===== src/logic/fieldbus_pkg.sv =====
// Shared constants and types for the fieldbus slave state machine and its master end.
package fieldbus_pkg;
   // Station address range and reserved addresses.
   localparam int ADDR_W = 7;
   localparam int DATA_W = 16;
   localparam logic [6:0] ADDR_MIN = 7'h00;
   localparam logic [6:0] ADDR_MAX = 7'h7F;
   localparam logic [6:0] ADDR_LAST_ASSIGNABLE = 7'h7D;
   localparam logic [6:0] ADDR_SOFT = 7'h7E;
   localparam logic [6:0] ADDR_BCAST = 7'h7F;
   // Request commands carried on the link.
   typedef enum logic [2:0] {
      CMD_NONE = 3'h0,
      CMD_SET_ADDR = 3'h1,
      CMD_PRM = 3'h2,
      CMD_CFG = 3'h3,
      CMD_DIAG = 3'h4,
      CMD_DATA = 3'h5
   } cmd_t;
   // Slave communication states, Gray coded along the start-up path.
   typedef enum logic [1:0] {
      ST_POR = 2'b00,
      ST_WAIT_PRM = 2'b01,
      ST_WAIT_CFG = 2'b11,
      ST_DATA_EXCH = 2'b10
   } dx_state_t;
   // Master end states.
   typedef enum logic {
      M_IDLE = 1'b0,
      M_WAIT = 1'b1
   } mst_state_t;
   // Field positions of a parameter request payload.
   localparam int PRM_F1_LSB = 8;
   localparam int PRM_F2_LSB = 0;
   localparam int FACTOR_W = 8;
   // Field positions of a diagnosis answer.
   localparam int DIAG_ADDR_LSB = 0;
   localparam int DIAG_STATE_LSB = 8;
   localparam int DIAG_SAFE_BIT = 10;
   // Reset values.
   localparam logic [15:0] RST_OUT_DATA = 16'h0000;
   localparam logic [7:0] RST_FACTOR = 8'h00;
   // Timing.
   localparam int CLK_HZ = 10_000_000;
   localparam int TICK_MS = 1;
   localparam int MS_CYCLES = CLK_HZ / 1000 * TICK_MS;
   localparam int WD_BASE_SHORT_MS = 1;
   localparam int WD_BASE_LONG_MS = 10;
   localparam int RSP_TIMEOUT_US = 100;
   localparam int RSP_TIMEOUT_CYCLES = RSP_TIMEOUT_US * (CLK_HZ / 1_000_000);
endpackage : fieldbus_pkg


===== src/logic/fieldbus_if.sv =====
// Link between the bus master end and the slave communication layer.
`timescale 1ns/1ps
`default_nettype none
interface fieldbus_if;
   import fieldbus_pkg::*;
   logic req_valid;
   cmd_t req_cmd;
   logic [6:0] req_addr;
   logic [15:0] req_data;
   logic req_flag;
   logic rsp_valid;
   logic rsp_ok;
   logic [15:0] rsp_data;
   modport dev (
      input req_valid, req_cmd, req_addr, req_data, req_flag,
      output rsp_valid, rsp_ok, rsp_data
   );
   modport mst (
      output req_valid, req_cmd, req_addr, req_data, req_flag,
      input rsp_valid, rsp_ok, rsp_data
   );
endinterface : fieldbus_if
`default_nettype wire


===== src/logic/fieldbus_slave.sv =====
// Slave communication layer: start-up state sequence, address checks and response watchdog.
//
// Behaviour
// RULE1 - Obtain station address before waiting for parameters.
// RULE2 - Parametrization success moves to wait-for-configuration.
// RULE3 - Configuration success moves to data exchange.
// RULE4 - Cyclic exchange only after parametrization and configuration.
// RULE5 - Station addresses limited to zero through 127.
// RULE6 - Address 126 marks slave awaiting soft addressing.
// RULE7 - Address 127 broadcast accepted by every slave.
// RULE8 - Watchdog restarts on every master request.
// RULE9 - Watchdog expiry drives outputs fail-safe.
// RULE10 - Watchdog from 1/10 ms base, two factors.
// RULE11 - Watchdog loaded from run-up parameters.
// RULE12 - Start-up parameters fixed until next start-up.
// RULE13 - Period equals base times both factors.
// RULE14 - Expiry returns slave to wait-for-parameters.
`timescale 1ns/1ps
`default_nettype none
module fieldbus_slave
   import fieldbus_pkg::*;
#(
   parameter int MS_CYC = MS_CYCLES,
   parameter logic [15:0] FAILSAFE_DATA = 16'h0000
) (
   // Clock and reset
   input wire logic SYS_CLK_I,
   input wire logic RST_N_I,
   // Link to the master
   fieldbus_if.dev BUS,
   // Station setup
   input wire logic [6:0] ADDR_STRAP_I,
   input wire logic [15:0] CFG_EXPECT_I,
   // Process data
   input wire logic [15:0] IN_DATA_I,
   output logic [15:0] OUT_DATA_O,
   output logic OUT_SAFE_O,
   // Status
   output logic [1:0] STATE_O,
   output logic [6:0] STATION_ADDR_O,
   output logic WD_EXPIRED_O
);
   dx_state_t state;
   dx_state_t next_state;
   logic started;
   logic [6:0] station;
   logic wd_long;
   logic [7:0] factor1;
   logic [7:0] factor2;
   logic [31:0] ms_cnt;
   logic [3:0] base_cnt;
   logic [15:0] wd_cnt;
   logic [15:0] wd_limit;
   logic [3:0] base_last;
   logic ms_tick;
   logic unit_tick;
   logic wd_run;
   logic expire;
   logic hit;
   logic bcast;
   logic accept;
   logic do_addr;
   logic do_prm;
   logic do_data;
   logic [7:0] req_f1;
   logic [7:0] req_f2;

   assign req_f1 = BUS.req_data[PRM_F1_LSB +: FACTOR_W];
   assign req_f2 = BUS.req_data[PRM_F2_LSB +: FACTOR_W];
   // RULE7 - broadcast address match
   assign bcast = (BUS.req_addr == ADDR_BCAST);
   assign hit = BUS.req_valid && started && ((BUS.req_addr == station) || bcast);

   // Request decoding and state sequencing.
   always_comb begin
      next_state = state;
      accept = 1'b0;
      do_addr = 1'b0;
      do_prm = 1'b0;
      do_data = 1'b0;
      if (hit) begin
         case (BUS.req_cmd)
            CMD_SET_ADDR: begin
               // RULE5 - assignable address range
               // RULE6 - soft address only
               if (state == ST_POR && !bcast && station == ADDR_SOFT &&
                   BUS.req_data[6:0] <= ADDR_LAST_ASSIGNABLE) begin
                  accept = 1'b1;
                  do_addr = 1'b1;
                  // RULE1 - address then parameters
                  next_state = ST_WAIT_PRM;
               end
            end
            CMD_PRM: begin
               // RULE12 - parameters only once
               // RULE2 - parametrization to configuration
               if (state == ST_WAIT_PRM && req_f1 != RST_FACTOR && req_f2 != RST_FACTOR) begin
                  accept = 1'b1;
                  do_prm = 1'b1;
                  next_state = ST_WAIT_CFG;
               end
            end
            CMD_CFG: begin
               // RULE3 - configuration to exchange
               if (state == ST_WAIT_CFG && BUS.req_data == CFG_EXPECT_I) begin
                  accept = 1'b1;
                  next_state = ST_DATA_EXCH;
               end
            end
            CMD_DIAG: begin
               accept = (state != ST_POR);
            end
            CMD_DATA: begin
               // RULE4 - exchange only when configured
               if (state == ST_DATA_EXCH) begin
                  accept = 1'b1;
                  do_data = 1'b1;
               end
            end
            default: begin
               accept = 1'b0;
            end
         endcase
      end
      // RULE14 - expiry back to parameters
      if (expire) begin
         next_state = ST_WAIT_PRM;
      end
   end

   // A strapped address below the soft address skips soft addressing.
   always_ff @(posedge SYS_CLK_I or negedge RST_N_I) begin
      if (!RST_N_I) begin
         state <= ST_POR;
         started <= 1'b0;
         station <= ADDR_SOFT;
      end else if (!started) begin
         started <= 1'b1;
         // RULE5 - strap range check
         if (ADDR_STRAP_I <= ADDR_LAST_ASSIGNABLE) begin
            station <= ADDR_STRAP_I;
            // RULE1 - hard address obtained
            state <= ST_WAIT_PRM;
         end else begin
            station <= ADDR_SOFT;
         end
      end else begin
         state <= next_state;
         if (do_addr) begin
            station <= BUS.req_data[6:0];
         end
      end
   end

   // RULE11 - load watchdog parameters
   always_ff @(posedge SYS_CLK_I or negedge RST_N_I) begin
      if (!RST_N_I) begin
         wd_long <= 1'b0;
         factor1 <= RST_FACTOR;
         factor2 <= RST_FACTOR;
      end else if (do_prm) begin
         wd_long <= BUS.req_flag;
         factor1 <= req_f1;
         factor2 <= req_f2;
      end
   end

   // Watchdog prescaler chain: device clock to milliseconds to time base units.
   // RULE10 - selectable time base
   assign base_last = wd_long ? 4'(WD_BASE_LONG_MS - 1) : 4'(WD_BASE_SHORT_MS - 1);
   // RULE13 - base times both factors
   assign wd_limit = factor1 * factor2;
   assign wd_run = (state == ST_WAIT_CFG) || (state == ST_DATA_EXCH);
   assign ms_tick = (ms_cnt == 32'(MS_CYC - 1));
   assign unit_tick = ms_tick && (base_cnt == base_last);
   // Restart wins over expiry, so a request in the last cycle still saves the outputs.
   assign expire = wd_run && !hit && unit_tick && (wd_cnt == wd_limit - 16'h0001);

   always_ff @(posedge SYS_CLK_I or negedge RST_N_I) begin
      if (!RST_N_I) begin
         ms_cnt <= '0;
         base_cnt <= '0;
         wd_cnt <= '0;
      end else if (hit || !wd_run || expire) begin
         // RULE8 - restart on request
         ms_cnt <= '0;
         base_cnt <= '0;
         wd_cnt <= '0;
      end else if (ms_tick) begin
         ms_cnt <= '0;
         if (unit_tick) begin
            base_cnt <= '0;
            wd_cnt <= wd_cnt + 16'h0001;
         end else begin
            base_cnt <= base_cnt + 4'h1;
         end
      end else begin
         ms_cnt <= ms_cnt + 32'h0000_0001;
      end
   end

   // OUT_SAFE_O stays set until the first data exchange delivers real values; OUT_DATA_O holds RST_OUT_DATA until then, or FAILSAFE_DATA after an expiry.
   always_ff @(posedge SYS_CLK_I or negedge RST_N_I) begin
      if (!RST_N_I) begin
         OUT_DATA_O <= RST_OUT_DATA;
         OUT_SAFE_O <= 1'b1;
         WD_EXPIRED_O <= 1'b0;
      end else begin
         WD_EXPIRED_O <= expire;
         if (expire) begin
            // RULE9 - fail-safe on expiry
            OUT_DATA_O <= FAILSAFE_DATA;
            OUT_SAFE_O <= 1'b1;
         end else if (do_data) begin
            OUT_DATA_O <= BUS.req_data;
            OUT_SAFE_O <= 1'b0;
         end
      end
   end

   // Answers; a broadcast is acted on but never answered, to avoid collisions.
   always_ff @(posedge SYS_CLK_I or negedge RST_N_I) begin
      if (!RST_N_I) begin
         BUS.rsp_valid <= 1'b0;
         BUS.rsp_ok <= 1'b0;
         BUS.rsp_data <= 16'h0000;
      end else begin
         BUS.rsp_valid <= hit && !bcast;
         BUS.rsp_ok <= accept;
         if (hit && BUS.req_cmd == CMD_DATA && accept) begin
            BUS.rsp_data <= IN_DATA_I;
         end else begin
            BUS.rsp_data <= 16'h0000;
            BUS.rsp_data[DIAG_ADDR_LSB +: ADDR_W] <= station;
            BUS.rsp_data[DIAG_STATE_LSB +: 2] <= state;
            BUS.rsp_data[DIAG_SAFE_BIT] <= OUT_SAFE_O;
         end
      end
   end

   always_ff @(posedge SYS_CLK_I or negedge RST_N_I) begin
      if (!RST_N_I) begin
         STATE_O <= ST_POR;
         STATION_ADDR_O <= ADDR_SOFT;
      end else begin
         STATE_O <= state;
         STATION_ADDR_O <= station;
      end
   end
endmodule : fieldbus_slave
`default_nettype wire


===== src/flat_wrapper.sv =====
// flat-port wrapper written by rule: the top's interface ports become plain ports
module fieldbus_slave_flat import fieldbus_pkg::*;
#(
   parameter int MS_CYC = MS_CYCLES,
   parameter logic [15:0] FAILSAFE_DATA = 16'h0000
)
  (SYS_CLK_I, RST_N_I, ADDR_STRAP_I, CFG_EXPECT_I, IN_DATA_I, OUT_DATA_O, OUT_SAFE_O, STATE_O, STATION_ADDR_O, WD_EXPIRED_O, BUS_req_valid, BUS_req_cmd, BUS_req_addr, BUS_req_data, BUS_req_flag, BUS_rsp_valid, BUS_rsp_ok, BUS_rsp_data);
  fieldbus_if BUS_i ();
  input wire logic SYS_CLK_I;
  input wire logic RST_N_I;
  input wire logic [6:0] ADDR_STRAP_I;
  input wire logic [15:0] CFG_EXPECT_I;
  input wire logic [15:0] IN_DATA_I;
  output logic [15:0] OUT_DATA_O;
  output logic OUT_SAFE_O;
  output logic [1:0] STATE_O;
  output logic [6:0] STATION_ADDR_O;
  output logic WD_EXPIRED_O;
  input wire logic [$bits(BUS_i.req_valid)-1:0] BUS_req_valid;
  input wire logic [$bits(BUS_i.req_cmd)-1:0] BUS_req_cmd;
  input wire logic [$bits(BUS_i.req_addr)-1:0] BUS_req_addr;
  input wire logic [$bits(BUS_i.req_data)-1:0] BUS_req_data;
  input wire logic [$bits(BUS_i.req_flag)-1:0] BUS_req_flag;
  output wire logic [$bits(BUS_i.rsp_valid)-1:0] BUS_rsp_valid;
  output wire logic [$bits(BUS_i.rsp_ok)-1:0] BUS_rsp_ok;
  output wire logic [$bits(BUS_i.rsp_data)-1:0] BUS_rsp_data;
  assign BUS_i.req_valid = BUS_req_valid;
  assign BUS_i.req_cmd = BUS_req_cmd;
  assign BUS_i.req_addr = BUS_req_addr;
  assign BUS_i.req_data = BUS_req_data;
  assign BUS_i.req_flag = BUS_req_flag;
  assign BUS_rsp_valid = BUS_i.rsp_valid;
  assign BUS_rsp_ok = BUS_i.rsp_ok;
  assign BUS_rsp_data = BUS_i.rsp_data;
  fieldbus_slave #(.MS_CYC(MS_CYC), .FAILSAFE_DATA(FAILSAFE_DATA)) u_core (.SYS_CLK_I(SYS_CLK_I), .RST_N_I(RST_N_I), .BUS(BUS_i), .ADDR_STRAP_I(ADDR_STRAP_I), .CFG_EXPECT_I(CFG_EXPECT_I), .IN_DATA_I(IN_DATA_I), .OUT_DATA_O(OUT_DATA_O), .OUT_SAFE_O(OUT_SAFE_O), .STATE_O(STATE_O), .STATION_ADDR_O(STATION_ADDR_O), .WD_EXPIRED_O(WD_EXPIRED_O));
endmodule

===== config.mk =====
export PLATFORM = sky130hd
export DESIGN_NAME = fieldbus_slave_flat
export DESIGN_NICKNAME = d
export VERILOG_FILES = /design/src/logic/fieldbus_pkg.sv /design/src/logic/fieldbus_if.sv /design/src/logic/fieldbus_slave.sv /design/src/flat_wrapper.sv
export SDC_FILE = /design/constraint.sdc
export NUM_CORES = 1
export LEC_CHECK = 0
export BUFFER_PORTS_ARGS = -buffer_cell sky130_fd_sc_hd__buf_2
export CORE_ASPECT_RATIO = 0.9
export CORE_UTILIZATION = 29
export DETAILED_ROUTE_END_ITERATION = 7
export MAX_ROUTING_LAYER = met4
export PLACE_DENSITY = 0.46
export SYNTH_ARGS = -nofsm -noshare
export SYNTH_HDL_FRONTEND = slang
export SYNTH_SLANG_ARGS = --single-unit

===== constraint.sdc =====
create_clock -name SYS_CLK_I -period 5.2 [get_ports SYS_CLK_I]
set_input_delay 0.52 -clock SYS_CLK_I [delete_from_list [all_inputs] [get_ports SYS_CLK_I]]
set_output_delay 0.52 -clock SYS_CLK_I [all_outputs]
set_load 0.02 [all_outputs]

==> impl_metrics.ini <==
[timing]
slew_violations = 0
tightestPinTransition_ps = 1062
min_period_ps = 5058
setup_viol = 0
setup_ws_ps = 142.4
min_period_over_period = 0.9726
max_freq_mhz = 197.7
hold_viol_final = 0
finalClockSkew_ps = 10.55
setup_tns_ps = 0
slew_headroom = 0.2895

[grt]
antenna_found_initial = 0
grtUsageTotal = 0.1576
grt_pass1_wl_um = 35770
grt_pass1_vias = 6453
grt_overflow_total = 0
grt_max_degree = 83

[clocking]
clock_latency_ps = 430
cts_tree = built
numCtsBuffers = 17
clockBufferDepth = 2
path_clk_slew_ps = 60
cts_sinks = 124
ctsHoldBuffers = 0
h-tree-depth = 4
clock-root-buffer = clkbuf_16

[critical_path]
crit_fanout = 7
critPathKind = flip-flop to flip-flop
crit_path_end_kind = flip-flop
cp.arrival_ps = 5320
cp_data_required_time_ps = 5460
startpoint_type = flip-flop

[route]
postRouteAntennaNets = 0
dr_total_vias = 6861
wire_per_inst_um = 16.12
drtIter0Drc = 391
wl_um = 23110
drt-pass1-iter-count = 4
drc = 0
drt-vias-per-instance = 4.785

[status]
outcome = finished clean

[floorplanning]
die_h_um = 165.4
io_pins = 114
dieWidth_um = 183.6
rows = 59
initial_utilization = 0.2966
core_area_mm2 = 0.02901
dieArea_mm2 = 0.03037

[placement]
dpl.hpwl_um = 17190
dp.cells = 1378
post-place-ws_ps = -34.43
gp_congestion = 0.8811
port_buffers = 113

[yosys]
synth_cells = 886
synth.avg_cell_area_um2 = 9.713
synth.distinct_cells = 67
synthesis.area_mm2 = 0.008606
async_flop_share = 1.000
synth_edf_count = 0
yosys_register_bits = 124
yosysSeqAreaShare = 0.3625
synth_ff_type = dfrtp_1
synth_fp_nets = 1039
ys_warn_count = 0

[layout]
mostFrequentLayoutCell = buf_2
final_cell_mix = buf_2 (112), dfrtp_1 (98), nand2_1 (97)
fin_nets = 1178
utilization = 0.3711
final_cells = 1434
nFillCells = 2944
synthToLayoutAreaGrowth_pct = 25.09
drive_gt1_frac = 0.2784
num_antenna_cells = 0

[flow_run]
drv_cap = 0

[power]
switching_share = 0.2511
switching_power_w = 0.0005982
comb_power_share = 0.067
p_int_w = 0.001784
p_clk_frac = 0.509
finalPower_w = 0.002382
pwr-share-seq = 0.424
ir_worst_vdd_v = 0.0002365
p_per_area_mw_per_mm2 = 221.3
p_leak_nw = 4.852

[hold_path]
worstHoldPathType = input pin to async pin
==> cell type report <==
class	count	area, um2	area share
Multi-Input combinational cell	660	5225	0.4854
Sequential cell	124	3136	0.2913
Timing Repair Buffer	163	1087	0.1010
Tap cell	396	495.5	0.04603
Clock buffer	18	439.2	0.04080
Inverter	59	221.5	0.02057
Clock inverter	14	161.4	0.01499
==> Yosys cell counts, types with 2 or more instances <==
master    number  area share
inv_1         59       0.026
nor3_1        54       0.031
o311ai_0       3      0.0031
mux2i_1       24       0.028
a21oi_1       23       0.013
a211o_1        2      0.0020
nor4bb_1       3      0.0035
and3_1        18       0.013
or3_1          5      0.0036
buf_6          7      0.0092
mux2_2        25       0.033
o21a_1         2      0.0017
a21o_1         5      0.0044
o22ai_1        2      0.0015
nor3b_1        2      0.0017
a221o_1        2      0.0023
nor4_1        26       0.019
dfstp_2       13       0.040
xnor2_1       48       0.049
and2_1        22       0.016
dfrtp_1      111        0.32
nor2b_1        2      0.0015
nand4_1       19       0.014
nor2_1        47       0.021
and4_1         8      0.0081
nand2_1      103       0.045
o21ai_0       12      0.0070
nor3_2         2      0.0023
buf_1          2     0.00087
buf_2         10      0.0058
o21ai_1        2      0.0012
fa_1          41       0.095
ha_1          43       0.063
nand3_1       34       0.020
xor2_1        40       0.041
a31oi_1        6      0.0044
clkbuf_1      23       0.010
a211oi_1       7      0.0061
==> power groups by stage <==
| stage | Sequential (W) | Clock [W] | Combinational [W] |
|---|---|---|---|
| after detailed placement | 0.00103 | 0 | 0.000153 |
| after global placement | 0.00103 | 0 | 0.000154 |
| after global routing | 0.00101 | 0.00128 | 0.000175 |
| after floorplan | 0.00103 | 0 | 0.0000589 |
| final | 0.00101 | 0.00121 | 0.000159 |
| after CTS | 0.00101 | 0.00125 | 0.000153 |
==> what timing repair did <==
action                     in CTS  in global routing
cloned                          0                  2
pin swaps                       0                 32
resized for setup               7                 51
setup endpoints to repair      63                 71
buffers inserted                0                 22
hold endpoints to repair        0                  0
==> per-stage QoR <==
stage,hold slack [ps],instance area (um2)
after floorplan,224.4,8606
after global placement,395.8,9706
after detailed placement,395.0,9706
after CTS,168.4,10320
after global routing,195.0,10770
final,129.7,10770
==> kinds of logic (layout without fill, tap and decap cells) <==
logic type	after synthesis	after routing	synth area share
AO/OA/AOI/OAI	81	81	0.06383
multiplexers	49	49	0.06063
adder cells (fa/ha/maj)	84	84	0.1579
other	1	1	0.0004358
buffers and inverters	102	254	0.05220
flip-flops	124	124	0.3625
AND/OR/NAND/NOR	356	356	0.2111
XOR/XNOR	89	89	0.09145
==> worst paths after layout <==
path / startpoint / endpoint / slack [ps] / cells after the start
worst min register to register: u_core.station[4] / u_core.STATION_ADDR_O[4] / 400 / 0
worst min-delay path: RST_N_I / u_core.OUT_DATA_O[9] / 130 / 1
min in group SYS_CLK_I: IN_DATA_I[11] / u_core.BUS.rsp_data[11] / 300 / 2
worst max register to register: u_core.factor2[2] / u_core.ms_cnt[25] / 140 / 20
worst max-delay path: u_core.factor2[2] / u_core.ms_cnt[25] / 140 / 20
max in group asynchronous: RST_N_I / u_core.station[3] / 3940 / 2
==> critical path: stages, from the launching register on <==
cell	delay (ps)
dfrtp_2	430
nand2_2	70
fa_1	510
fa_1	540
inv_1	50
fa_1	470
inv_1	50
fa_1	490
inv_1	70
ha_4	220
buf_4	140
xor2_1	150
and3_1	200
a211oi_2	230
o311a_1	200
nand4_1	140
nor4_4	420
buf_12	160
buf_12	140
clkbuf_16	150
nor3_1	50
==> routing by layer <==
| layer | up-vias | global-route usage | share of wire |
|---|---|---|---|
| li1 | 3346 | - | - |
| met1 | 3383 | 0.2342 | 0.52 |
| met2 | 114 | 0.2147 | 0.44 |
| met3 | 18 | 0.03333 | 0.038 |
| met4 | 0 | 0.03712 | 0.0094 |
| met5 | - | - | 0 |
==> sequential cells by signal (all words and copies together), names as in the netlist, 7 cells and up <==
name,count
u_core.station,7
u_core.ms_cnt,32
u_core.factor1,8
u_core.BUS.rsp_data,16
u_core.OUT_DATA_O,16
u_core.wd_cnt,16
u_core.STATION_ADDR_O,7
u_core.factor2,8
(Power assumes the default switching activity.)
